[src/hw/afl_pkg.sv]
// Package of the alert flag and latch logic: register offsets, field
// positions, reset values and the operating-mode decode.
// Assumes a 16-bit register port and a conversion engine on the same clock.
`default_nettype none

package afl_pkg;

	// Register offsets on the register port
	localparam logic [7:0] AFL_OFS_CONFIG  = 8'h00;
	localparam logic [7:0] AFL_OFS_SHUNT   = 8'h01;
	localparam logic [7:0] AFL_OFS_BUS     = 8'h02;
	localparam logic [7:0] AFL_OFS_POWER   = 8'h03;
	localparam logic [7:0] AFL_OFS_CURRENT = 8'h04;
	localparam logic [7:0] AFL_OFS_MASK    = 8'h06;
	localparam logic [7:0] AFL_OFS_LIMIT   = 8'h07;

	// Result storage, indexed by offset minus the first result offset
	localparam int         AFL_NUM_RES     = 4;
	localparam logic [1:0] AFL_RES_SHUNT   = 2'h0;
	localparam logic [1:0] AFL_RES_BUS     = 2'h1;
	localparam logic [1:0] AFL_RES_POWER   = 2'h2;
	localparam logic [1:0] AFL_RES_CURRENT = 2'h3;

	// Field positions in the alert select and flags register
	localparam int AFL_SEL_MSB  = 15;
	localparam int AFL_SEL_LSB  = 10;
	localparam int AFL_BIT_ALERT    = 4;
	localparam int AFL_BIT_READY    = 3;
	localparam int AFL_BIT_OVERFLOW = 2;
	localparam int AFL_BIT_POL      = 1;
	localparam int AFL_BIT_LATCH    = 0;

	// Positions within the 6-bit selection field
	localparam int AFL_SEL_SHUNT_OVER  = 5;
	localparam int AFL_SEL_SHUNT_UNDER = 4;
	localparam int AFL_SEL_BUS_OVER    = 3;
	localparam int AFL_SEL_BUS_UNDER   = 2;
	localparam int AFL_SEL_POWER_OVER  = 1;
	localparam int AFL_SEL_CONV_READY  = 0;

	// Reset values
	localparam logic [15:0] AFL_CONFIG_RESET = 16'h0000;
	localparam logic [15:0] AFL_LIMIT_RESET  = 16'h0000;
	localparam logic [5:0]  AFL_SEL_RESET    = 6'h00;
	localparam logic [15:0] AFL_RES_RESET    = 16'h0000;
	localparam logic        AFL_PIN_IDLE     = 1'b1;

	// Operating-mode field of the configuration register
	localparam int         AFL_MODE_MSB     = 2;
	localparam int         AFL_MODE_LSB     = 0;
	localparam logic [2:0] AFL_MODE_PD0     = 3'h0;
	localparam logic [2:0] AFL_MODE_PD1     = 3'h4;
	localparam logic [2:0] AFL_MODE_SS_HIGH = 3'h3;

	// Single-shot modes are the non-zero codes up to the highest single-shot code
	function automatic logic afl_is_single_shot(input logic [2:0] mode);
		afl_is_single_shot = (mode != AFL_MODE_PD0) && (mode <= AFL_MODE_SS_HIGH);
	endfunction

	// Power-down or disable selections
	function automatic logic afl_is_power_down(input logic [2:0] mode);
		afl_is_power_down = (mode == AFL_MODE_PD0) || (mode == AFL_MODE_PD1);
	endfunction

endpackage

`default_nettype wire

[src/hw/afl_cmp_if.sv]
// Interface between the flag logic and the limit comparator.
// Assumes both ends sit in one clock domain; the comparator is combinational.
`default_nettype none

interface afl_cmp_if;
	logic [5:0]  sel;
	logic [15:0] shunt;
	logic [15:0] bus;
	logic [15:0] power;
	logic [15:0] limit;
	logic        exceed;

	modport ctl (output sel, output shunt, output bus, output power, output limit,
		input exceed);
	modport cmp (input sel, input shunt, input bus, input power, input limit,
		output exceed);
endinterface

`default_nettype wire

[src/hw/afl_alert_drv.sv]
// Open-collector alert pin driver with selectable sense.
// Assumes an external pull-up; the pin is only ever pulled low or released.
`default_nettype none

module afl_alert_drv (
	// Clock and reset
	input  wire logic clk,
	input  wire logic reset_n,
	// Alert request
	input  wire logic alert_active,
	input  wire logic alert_pol,
	// Pin
	output logic      pin_o,
	output logic      pin_oe
);
	typedef struct packed {
		logic oe;
	} afl_drv_state_t;

	afl_drv_state_t st_r;
	afl_drv_state_t st_nxt;

	// Normal sense pulls low while active; inverted pulls low while idle
	always_comb begin
		st_nxt    = st_r;
		st_nxt.oe = alert_active ^ alert_pol;
	end

	// Released pin after reset: idle and normal sense
	always_ff @(posedge clk) begin
		if (!reset_n)
			st_r <= '0;
		else
			st_r <= st_nxt;
	end

	assign pin_o  = 1'b0;
	assign pin_oe = st_r.oe;
endmodule

`default_nettype wire

[src/hw/afl_flag_top.sv]
// Alert flag and latch logic of a current, voltage and power monitor.
// Assumes a 16-bit register port driven by the serial bus logic and a
// conversion engine that pulses conv_done when a result set is final.
`default_nettype none

// Function
// - Transparent mode clears alert flag after a conversion without alert.
// - Conversion ready flag, bit 3, sets when conversion, averaging, multiply finish.
// - Single-shot config write clears ready flag unless power-down selected.
// - Single-shot read of select/flags register clears ready flag.
// - Math overflow flag, bit 2, sets on arithmetic overflow.
// - Polarity bit 1: one inverted active-high, zero normal active-low default.
// - Transparent mode returns pin and flags idle once fault is gone.
// - Latched mode holds pin and flags until select/flags register read.
// - Selected measurement is compared against the alert threshold.
// - Alert threshold is 16-bit read/write, resets to zero.
// - Result registers always readable with latest completed conversion.
module afl_flag_top (
	// Clock and reset
	input  wire logic                clk,
	input  wire logic                reset_n,
	// Register port
	input  wire logic [7:0]          reg_addr,
	input  wire logic                reg_wr,
	input  wire logic                reg_rd,
	input  wire logic [15:0]         reg_wdata,
	output logic      [15:0]         reg_rdata,
	// Conversion engine
	input  wire logic                conv_done,
	input  wire logic [15:0]         conv_shunt,
	input  wire logic [15:0]         conv_bus,
	input  wire logic [15:0]         conv_power,
	input  wire logic [15:0]         conv_current,
	input  wire logic                conv_math_ovf,
	output logic      [15:0]         cfg_value,
	// Alert pin, open collector
	input  wire logic                alert_pin_i,
	output logic                     alert_pin_o,
	output logic                     alert_pin_oe
);
	import afl_pkg::*;

	typedef struct packed {
		logic [15:0]                  cfg;
		logic [5:0]                   sel;
		logic                         pol;
		logic                         latch;
		logic                         alert_flag;
		logic                         ready;
		logic                         overflow;
		logic                         pin_s1;
		logic                         pin_s2;
		logic [15:0]                  limit;
		logic [AFL_NUM_RES-1:0][15:0] res;
		logic [15:0]                  rdata;
	} afl_state_t;

	afl_state_t st_r;
	afl_state_t st_nxt;

	logic        wr_cfg;
	logic        wr_mask;
	logic        wr_limit;
	logic        rd_mask;
	logic        single_shot;
	logic        alert_active;
	logic [15:0] mask_view;
	logic [1:0]  res_idx;

	afl_cmp_if cif ();

	// Access decode of the register port
	assign wr_cfg   = reg_wr && (reg_addr == AFL_OFS_CONFIG);
	assign wr_mask  = reg_wr && (reg_addr == AFL_OFS_MASK);
	assign wr_limit = reg_wr && (reg_addr == AFL_OFS_LIMIT);
	assign rd_mask  = reg_rd && (reg_addr == AFL_OFS_MASK);
	assign res_idx  = 2'(reg_addr - AFL_OFS_SHUNT);

	assign single_shot = afl_is_single_shot(st_r.cfg[AFL_MODE_MSB:AFL_MODE_LSB]);

	// Select/flags register as software sees it; unused bits read zero
	always_comb begin
		mask_view                          = 16'h0000;
		mask_view[AFL_SEL_MSB:AFL_SEL_LSB] = st_r.sel;
		mask_view[AFL_BIT_ALERT]           = st_r.alert_flag;
		mask_view[AFL_BIT_READY]           = st_r.ready;
		mask_view[AFL_BIT_OVERFLOW]        = st_r.overflow;
		mask_view[AFL_BIT_POL]             = st_r.pol;
		mask_view[AFL_BIT_LATCH]           = st_r.latch;
	end

	// Comparator sees the fresh conversion results, not the stored ones,
	// so the flag decided at conv_done matches the data that gets stored
	assign cif.sel   = st_r.sel;
	assign cif.shunt = conv_shunt;
	assign cif.bus   = conv_bus;
	assign cif.power = conv_power;
	assign cif.limit = st_r.limit;

	afl_limit_cmp u_cmp (
		.cif (cif.cmp)
	);

	// Next state: writes, read side effects, then conversion events.
	// Conversion events come last so a set beats a clear in the same cycle.
	always_comb begin
		st_nxt = st_r;
		if (wr_cfg)
			st_nxt.cfg = reg_wdata;
		if (wr_mask) begin
			st_nxt.sel = reg_wdata[AFL_SEL_MSB:AFL_SEL_LSB];
			st_nxt.pol = reg_wdata[AFL_BIT_POL];
			st_nxt.latch = reg_wdata[AFL_BIT_LATCH];
		end
		if (wr_limit)
			st_nxt.limit = reg_wdata;
		// Ready flag clears only while single-shot is in force
		if (single_shot && wr_cfg &&
			!afl_is_power_down(reg_wdata[AFL_MODE_MSB:AFL_MODE_LSB]))
			st_nxt.ready = 1'b0;
		if (single_shot && rd_mask)
			st_nxt.ready = 1'b0;
		// Reading the select/flags register releases latched flags, unless conv_done comes in the same cycle and keeps the old flags
		if (st_r.latch && rd_mask) begin
			st_nxt.alert_flag = 1'b0;
			st_nxt.overflow   = 1'b0;
		end
		if (conv_done) begin
			st_nxt.res[AFL_RES_SHUNT]   = conv_shunt;
			st_nxt.res[AFL_RES_BUS]     = conv_bus;
			st_nxt.res[AFL_RES_POWER]   = conv_power;
			st_nxt.res[AFL_RES_CURRENT] = conv_current;
			st_nxt.ready                = 1'b1;
			if (st_r.latch) begin
				// Latched: accumulate until software reads
				st_nxt.alert_flag = st_r.alert_flag | cif.exceed;
				st_nxt.overflow   = st_r.overflow | conv_math_ovf;
			end else begin
				// Transparent: each conversion decides afresh
				st_nxt.alert_flag = cif.exceed;
				st_nxt.overflow   = conv_math_ovf;
			end
		end
		// Pin level comes from outside the clock domain: two flops first
		st_nxt.pin_s1 = alert_pin_i;
		st_nxt.pin_s2 = st_r.pin_s1;
		// Read data is captured before this cycle's clears take effect
		if (reg_rd) begin
			case (reg_addr)
				AFL_OFS_CONFIG:
					st_nxt.rdata = st_r.cfg;
				AFL_OFS_SHUNT, AFL_OFS_BUS, AFL_OFS_POWER, AFL_OFS_CURRENT:
					st_nxt.rdata = st_r.res[res_idx];
				AFL_OFS_MASK:
					st_nxt.rdata = mask_view;
				AFL_OFS_LIMIT:
					st_nxt.rdata = st_r.limit;
				default:
					st_nxt.rdata = 16'h0000;
			endcase
		end
	end

	// State register with synchronous reset
	always_ff @(posedge clk) begin
		if (!reset_n) begin
			st_r       <= '0;
			st_r.cfg   <= AFL_CONFIG_RESET;
			st_r.sel   <= AFL_SEL_RESET;
			st_r.limit <= AFL_LIMIT_RESET;
			st_r.res   <= {AFL_NUM_RES{AFL_RES_RESET}};
			// Released line idles high through its pull-up
			st_r.pin_s1 <= AFL_PIN_IDLE;
			st_r.pin_s2 <= AFL_PIN_IDLE;
		end else begin
			st_r <= st_nxt;
		end
	end

	// Pin follows the flags in both modes; latching lives in the flags
	assign alert_active = st_r.alert_flag ||
		(st_r.sel[AFL_SEL_CONV_READY] && st_r.ready);

	afl_alert_drv u_drv (
		.clk          (clk),
		.reset_n      (reset_n),
		.alert_active (alert_active),
		.alert_pol    (st_r.pol),
		.pin_o        (alert_pin_o),
		.pin_oe       (alert_pin_oe)
	);

	assign reg_rdata = st_r.rdata;
	assign cfg_value = st_r.cfg;
endmodule

`default_nettype wire

[src/hw/afl_limit_cmp.sv]
// Limit comparator: picks the highest enabled measurement function and
// compares it with the limit. Assumes measurements valid when sampled.
`default_nettype none

module afl_limit_cmp (
	// Comparator side of the carrier
	afl_cmp_if.cmp cif
);
	import afl_pkg::*;

	logic shunt_gt;
	logic shunt_lt;

	// Shunt reading is two's complement, so its compare is signed
	assign shunt_gt = $signed(cif.shunt) > $signed(cif.limit);
	assign shunt_lt = $signed(cif.shunt) < $signed(cif.limit);

	// Highest selected bit wins; conversion-ready raises no limit event
	always_comb begin
		if (cif.sel[AFL_SEL_SHUNT_OVER])
			cif.exceed = shunt_gt;
		else if (cif.sel[AFL_SEL_SHUNT_UNDER])
			cif.exceed = shunt_lt;
		else if (cif.sel[AFL_SEL_BUS_OVER])
			cif.exceed = cif.bus > cif.limit;
		else if (cif.sel[AFL_SEL_BUS_UNDER])
			cif.exceed = cif.bus < cif.limit;
		else if (cif.sel[AFL_SEL_POWER_OVER])
			cif.exceed = cif.power > cif.limit;
		else
			cif.exceed = 1'b0;
	end

endmodule

`default_nettype wire

[config.mk]
export PLATFORM = sky130hd
export DESIGN_NAME = afl_flag_top
export DESIGN_NICKNAME = d
export VERILOG_FILES = /design/src/hw/afl_pkg.sv /design/src/hw/afl_cmp_if.sv /design/src/hw/afl_alert_drv.sv /design/src/hw/afl_flag_top.sv /design/src/hw/afl_limit_cmp.sv
export SDC_FILE = /design/constraint.sdc
export NUM_CORES = 1
export LEC_CHECK = 0
export ABC_AREA = 1
export BUFFER_PORTS_ARGS = -buffer_cell sky130_fd_sc_hd__buf_2
export CAP_MARGIN = 20
export CORE_MARGIN = 2
export CORE_UTILIZATION = 36
export DETAILED_ROUTE_END_ITERATION = 12
export GPL_TIMING_DRIVEN = 1
export PLACE_DENSITY = 0.62
export SLEW_MARGIN = 20
export SYNTH_ARGS = -nofsm -noshare
export SYNTH_HDL_FRONTEND = slang
export SYNTH_HIERARCHICAL = 1
export SYNTH_SLANG_ARGS = --single-unit
[constraint.sdc]
create_clock -name clk -period 4.2 [get_ports clk]
set_input_delay 0.42 -clock clk [delete_from_list [all_inputs] [get_ports clk]]
set_output_delay 0.42 -clock clk [all_outputs]
set_load 0.005 [all_outputs]
# [After elaboration in Yosys (flattened, before gate mapping)]
# Cells that the tools add are included.
[op_classes] add_sub_neg=1 magnitude_cmp=7 eq_ne=7 n_mux=14 n_bitwise=3 n_reduce_logical=19
[op_table] op="16-bit case mux with 4 select lines" n=1
[op_table] op="16-bit greater-than comparator" n=3
[op_table] op="16-bit binary-select mux with 2-bit select" n=1
[op_table] op="16-bit < comparator" n=2
[op_table] op="8-bit by 3-bit == test with 1-bit output (second input constant)" n=3
[op_table] op="8-bit by 2-bit == test with 1-bit output (second input constant)" n=2
[op_table] op="16-bit two-way mux" n=1
[op_table] op="1-bit logical AND" n=10
[op_table] op="1-bit two-way mux" n=10
[op_table] op="8-bit by 1-bit == test with 1-bit output (second input constant)" n=1
[op_table] op="8-bit logical NOT" n=1
[op_table] op="3-bit nonzero test" n=2
[op_table] op="4-bit OR reduction" n=1
[op_table] op="3-bit == test (second input constant)" n=1
[op_table] op="3-bit by 2-bit less-or-equal comparator with 1-bit output (second input constant)" n=1
[op_table] op="3-bit logical NOT" n=1
[op_table] op="2-bit by 3-bit < comparator with 1-bit output (second input constant)" n=1
[op_table] op="3-bit two-way mux" n=1
[op_table] op="1-bit logical OR" n=2
[op_table] op="1-bit OR" n=2
[op_table] op="2-bit nonzero test" n=1
[op_table] op="2-bit by 1-bit subtractor with 2-bit output (second input constant)" n=1
[op_table] op="1-bit logical NOT" n=1
[op_table] op="1-bit bitwise XOR" n=1
[word_totals] ff_bits=124 inputBits=95 output_inout_bits=34 word_cells=65

# [Depth between registers and ports, before layout]
[logic_depth] depth_word=9 depth_mapped=19

# [Hierarchy]
# The synthesis kept the hierarchy.
[modules_own_cells] mod="afl_flag_top" instances=1 cells_each=823 area_each_um2=5730.5 seq_area_each_um2=2462.4
[modules_own_cells] mod="afl_limit_cmp" instances=1 cells_each=200 area_each_um2=1253.7 seq_area_each_um2=0.0
[modules_own_cells] mod="afl_alert_drv" instances=1 cells_each=7 area_each_um2=46.3 seq_area_each_um2=20.0

# [Worst setup path before layout]
# OpenSTA, ideal clock, no wires.
[synth_timing] path_kind="input -> register" start="input port reg_addr[0]" end="register st_r, in the netlist reg_rdata[10]" arrival_time_ps=1827 slack_ps=2231 stages=13 n_path_buf=3 cell_sequence="clkbuf_2 > inv_1 > buf_2 > ha_1 > inv_1 > clkbuf_1 > nor2_1 > o21ai_0 > nand2_1 > nand3_1 > nand2_1 > nand2_1 > a21oi_2"
[synth_via] elab_chain_len=4 word_cells_on_any_way=12
[synth_lines] element="from (decl)" line_no="afl_flag_top.sv:23" source="input wire logic [7:0] reg_addr,"
[synth_lines] element="2-bit by 1-bit subtractor with 2-bit output" line_no="afl_flag_top.sv:77" source="assign res_idx = 2'(reg_addr - AFL_OFS_SHUNT);"
[synth_lines] element="16-bit binary-select mux with 2-bit select" line_no="afl_flag_top.sv:153" source="st_nxt.rdata = st_r.res[res_idx];"
[synth_lines] element="16-bit two-way mux (implied by the code)" line_no="afl_flag_top.sv:153"
[synth_lines] element="16-bit case mux with 4 select lines *" line_no="afl_flag_top.sv:149" source="case (reg_addr)"
[synth_lines] element="to (signal assigned)" line_no="afl_flag_top.sv:176" source="st_r <= st_nxt;"
[synth_lines] element="to (decl)" line_no="afl_flag_top.sv:58" source="afl_state_t st_r;"
# Mark *: on every way between the ends. The rest lies on a longest branch, timed or not. The select of a mux whose other input is x is not followed.
# A chain may end at the register's enable or synchronous reset.

# [Worst setup path after layout]
[layout_timing] start="input port reg_addr[0]" end="register st_r, in the netlist reg_rdata[4]"
# The elaborated chain is that of the path after synthesis.

==> metrics.txt <==
hold_buf cts=0; mux contribution to synthesized area=0%; syn avg cell area=6.83 sq um; area grow syn2layout=16.4%; Final Cell Area=between 8000 and 9000 sq um; cell area after synthesis=about 7000 sq um; reg-to-reg endpoint=mask_view[4]; worst hold stages=3; GRT Util Overall=between 20% and 30%; Synth area leader=dfxtp_1; Congestion Overflow GR=0; top cells by area, synth=dfxtp_1, nor2_1, nand2_1, ha_1, o21ai_0; run status=complete, no violations; max-slew violations=0; worst hold path endpoint=st_r[64]; ratio of cells with drive above 1 in the final layout=between 15 and 20%; CP Capture Type=flop; Yosys Warn Count=6; die span in x=approximately 140 microns; Post-DP HPWL=between 15000 and 20000 microns; initial antenna violation count=0; Initial Util=approximately 36%; P per Cell Area=roughly 390 nW/um^2; port bufs=approximately 130; period utilization=between 50% and 60%; CTS sink count=124; FF-to-FF path depth=13; # IOs=around 130; flop2flop setup slack=2020 ps; Setup CP Type=in -> reg; Simple-Gate Fraction of Synth Area=a little over a quarter; FF-to-FF Start=cif.limit[5]; Max Clock Freq=roughly 400 MHz; Worst slew margin=a little under two fifths; Pre-antenna DRT Iters=5; WL per Instance=about 15 microns; via count=between 6k and 7k; count of cell types in the netlist=33; Post-Route WL=21300 microns; Initial DRC Count=a little over 500; hold path start=conv_current[0]; H-Tree Depth=4; Reg clk slew, reported paths=~60 ps; FF+latch count, synth=roughly 120; Post-CTS Resized=0; Syn Inst Count=1030; Placement Cell Area=between 7000 and 8000 sq um; Remaining DRCs=0; Slew @ Worst Pin=944 ps; crit path time final=roughly 2500 ps; vias in the first global route=between 6k and 7k; P_leak=0.00382 uW; Critical Path AT=2760 ps; Max-Cap Viols=0; pin count of the biggest net entering global routing=56; Synth Area in Compound Gates=approximately 17%; CP required=4460 ps; Skew-Pair Late Insertion Delay=between 400 and 500 ps; RSZ-0062 raised after global routing=false; largest family of logic cells by synthesized area=simple AND/OR/NAND/NOR gates; GP Congestion=0.899; ant diodes=0; Longest Clk Path Bufs=2; Root Buffer=clkbuf_16; post-synthesis adder-cell area fraction=a little under a tenth; vias per cell=4.80; sequential-to-total area share from yosys stat=between 30% and 40%; top-area cell type share of the netlist area=35.3%; CTS buffer count=17; hold crit path type=in -> reg; core area=19300 sq um; setup bufs post-CTS=0; Die Footprint=just over 20000 sq um; Routed Antenna Nets=0; worst ir drop on vdd=between 200 and 300 uV; endpoints failing setup=0; Hold Slack=between 200 and 250 ps; setup TNS=0 ps; nets=~1.2k; Synth Area in XOR/XNOR=0%; syn_nets=around 1.2k; crit-path max FO=29; Fin Clk Skew=roughly 7 ps; chip height=between 100 and 150 microns; crit path launch type=primary input; CTS tree=yes; Rows=between 50 and 60; first-pass GRT wire length=approximately 33000 microns; Final Hold Viols=0
-- metrics by stage --
step / total power, uW / setup WS (ps) / instances / utilization (%)
after detailed placement: 1600 / 1300 / 1346 / 39.0
after global routing: 3290 / 1560 / 1378 / 42.3
after CTS: 3180 / 1690 / 1378 / 42.3
final: 3160 / 1700 / 1378 / 42.3
after floorplan: 1470 / 2230 / 1030 / -
after global placement: 1600 / 1280 / 1346 / 39.0
-- registers in the layout (all words and copies together), names as in the netlist --
register	cells
cfg_value	16
mask_view	5
reg_rdata	16
st_r	64
u_drv/pin_oe	1
cif.sel	6
cif.limit	16
-- where the power goes --
part | total [uW] | switching, uW | leakage [uW] | internal, uW
combinational | 338 | 218 | 0.00249 | 120
clock | 1580 | 544 | 0.000309 | 1040
sequential | 1240 | 21.2 | 0.00102 | 1220
-- critical path: stages --
cell,delay [ps]
buf_2,100
inv_1,420
ha_1,370
inv_1,700
nor2_1,100
o21ai_0,160
nand2_1,170
nand3_1,100
nand2_1,70
nand2_1,60
a21oi_1,60
-- kinds of logic (layout without fill, tap and decap cells) --
family	after synthesis	after routing
other	1	1
AO/OA/AOI/OAI	214	214
flip-flops	124	124
adder cells (fa/ha/maj)	52	52
AND/OR/NAND/NOR	473	473
buffers and inverters	166	249
-- placed cells by master (no fill, tap or decap), types with 3 or more instances in the layout --
| cell | instances |
|---|---|
| nor2_1 | 222 |
| nand2_1 | 203 |
| buf_2 | 126 |
| dfxtp_1 | 124 |
| o21ai_0 | 117 |
| inv_1 | 77 |
| a21oi_1 | 57 |
| ha_1 | 52 |
| nand3_1 | 27 |
| o211ai_1 | 17 |
| clkbuf_16 | 17 |
| a21oi_2 | 10 |
| inv_2 | 7 |
| o21ai_1 | 6 |
| buf_4 | 6 |
| nor2_2 | 5 |
| clkinv_2 | 5 |
| nand4_1 | 4 |
| bufinv_16 | 4 |
| nand2_4 | 3 |
| clkbuf_8 | 3 |
-- cells in the mapped netlist --
master	n
a21o_1	1
buf_6	3
clkbuf_1	27
nor2_1	222
inv_2	7
nand2_2	2
nor2_8	2
nand4_1	4
o21ai_1	6
buf_8	1
nand3_1	27
a21oi_1	57
nand2_1	203
ha_1	52
clkinv_2	1
o21a_1	2
o21bai_1	2
dfxtp_1	124
buf_2	12
nor2_4	2
inv_1	77
or2_2	1
nand2_4	3
a21oi_2	10
nand3_2	1
clkbuf_2	2
o211ai_1	17
nor2_2	5
conb_1	1
buf_4	36
o21ai_0	117
nor3_1	1
a31oi_1	2
-- layout make-up --
type / instances / area, sq um
repair buffers: 132 / 676
well taps: 265 / 332
fillers: 2072 / 11200
flip-flops and latches: 124 / 2480
clock buffers: 21 / 470
inverters: 85 / 320
multi-input cells: 740 / 3740
clock inverters: 11 / 164
-- layer usage --
| layer | global-route usage, % | wire length [microns] | vias up |
|---|---|---|---|
| li1 | - | - | 3413 |
| met1 | 29.1 | 10100 | 2945 |
| met2 | 32.2 | 9270 | 212 |
| met3 | 4.10 | 1230 | 39 |
| met4 | 8.36 | 690 | 0 |
| met5 | 0 | 0 | - |
-- worst max path at each step --
stage                           start  cells after the start             to  slack (ps)
after floorplan           reg_addr[0]                     13  reg_rdata[10]        2230
after global placement    reg_addr[0]                     11   reg_rdata[4]        1280
after detailed placement  reg_addr[0]                     11   reg_rdata[4]        1300
after CTS                 reg_addr[0]                     11   reg_rdata[4]        1690
after global routing      reg_addr[0]                     11   reg_rdata[4]        1560
final                     reg_addr[0]                     11   reg_rdata[4]        1700
(Power assumes the default switching activity.)
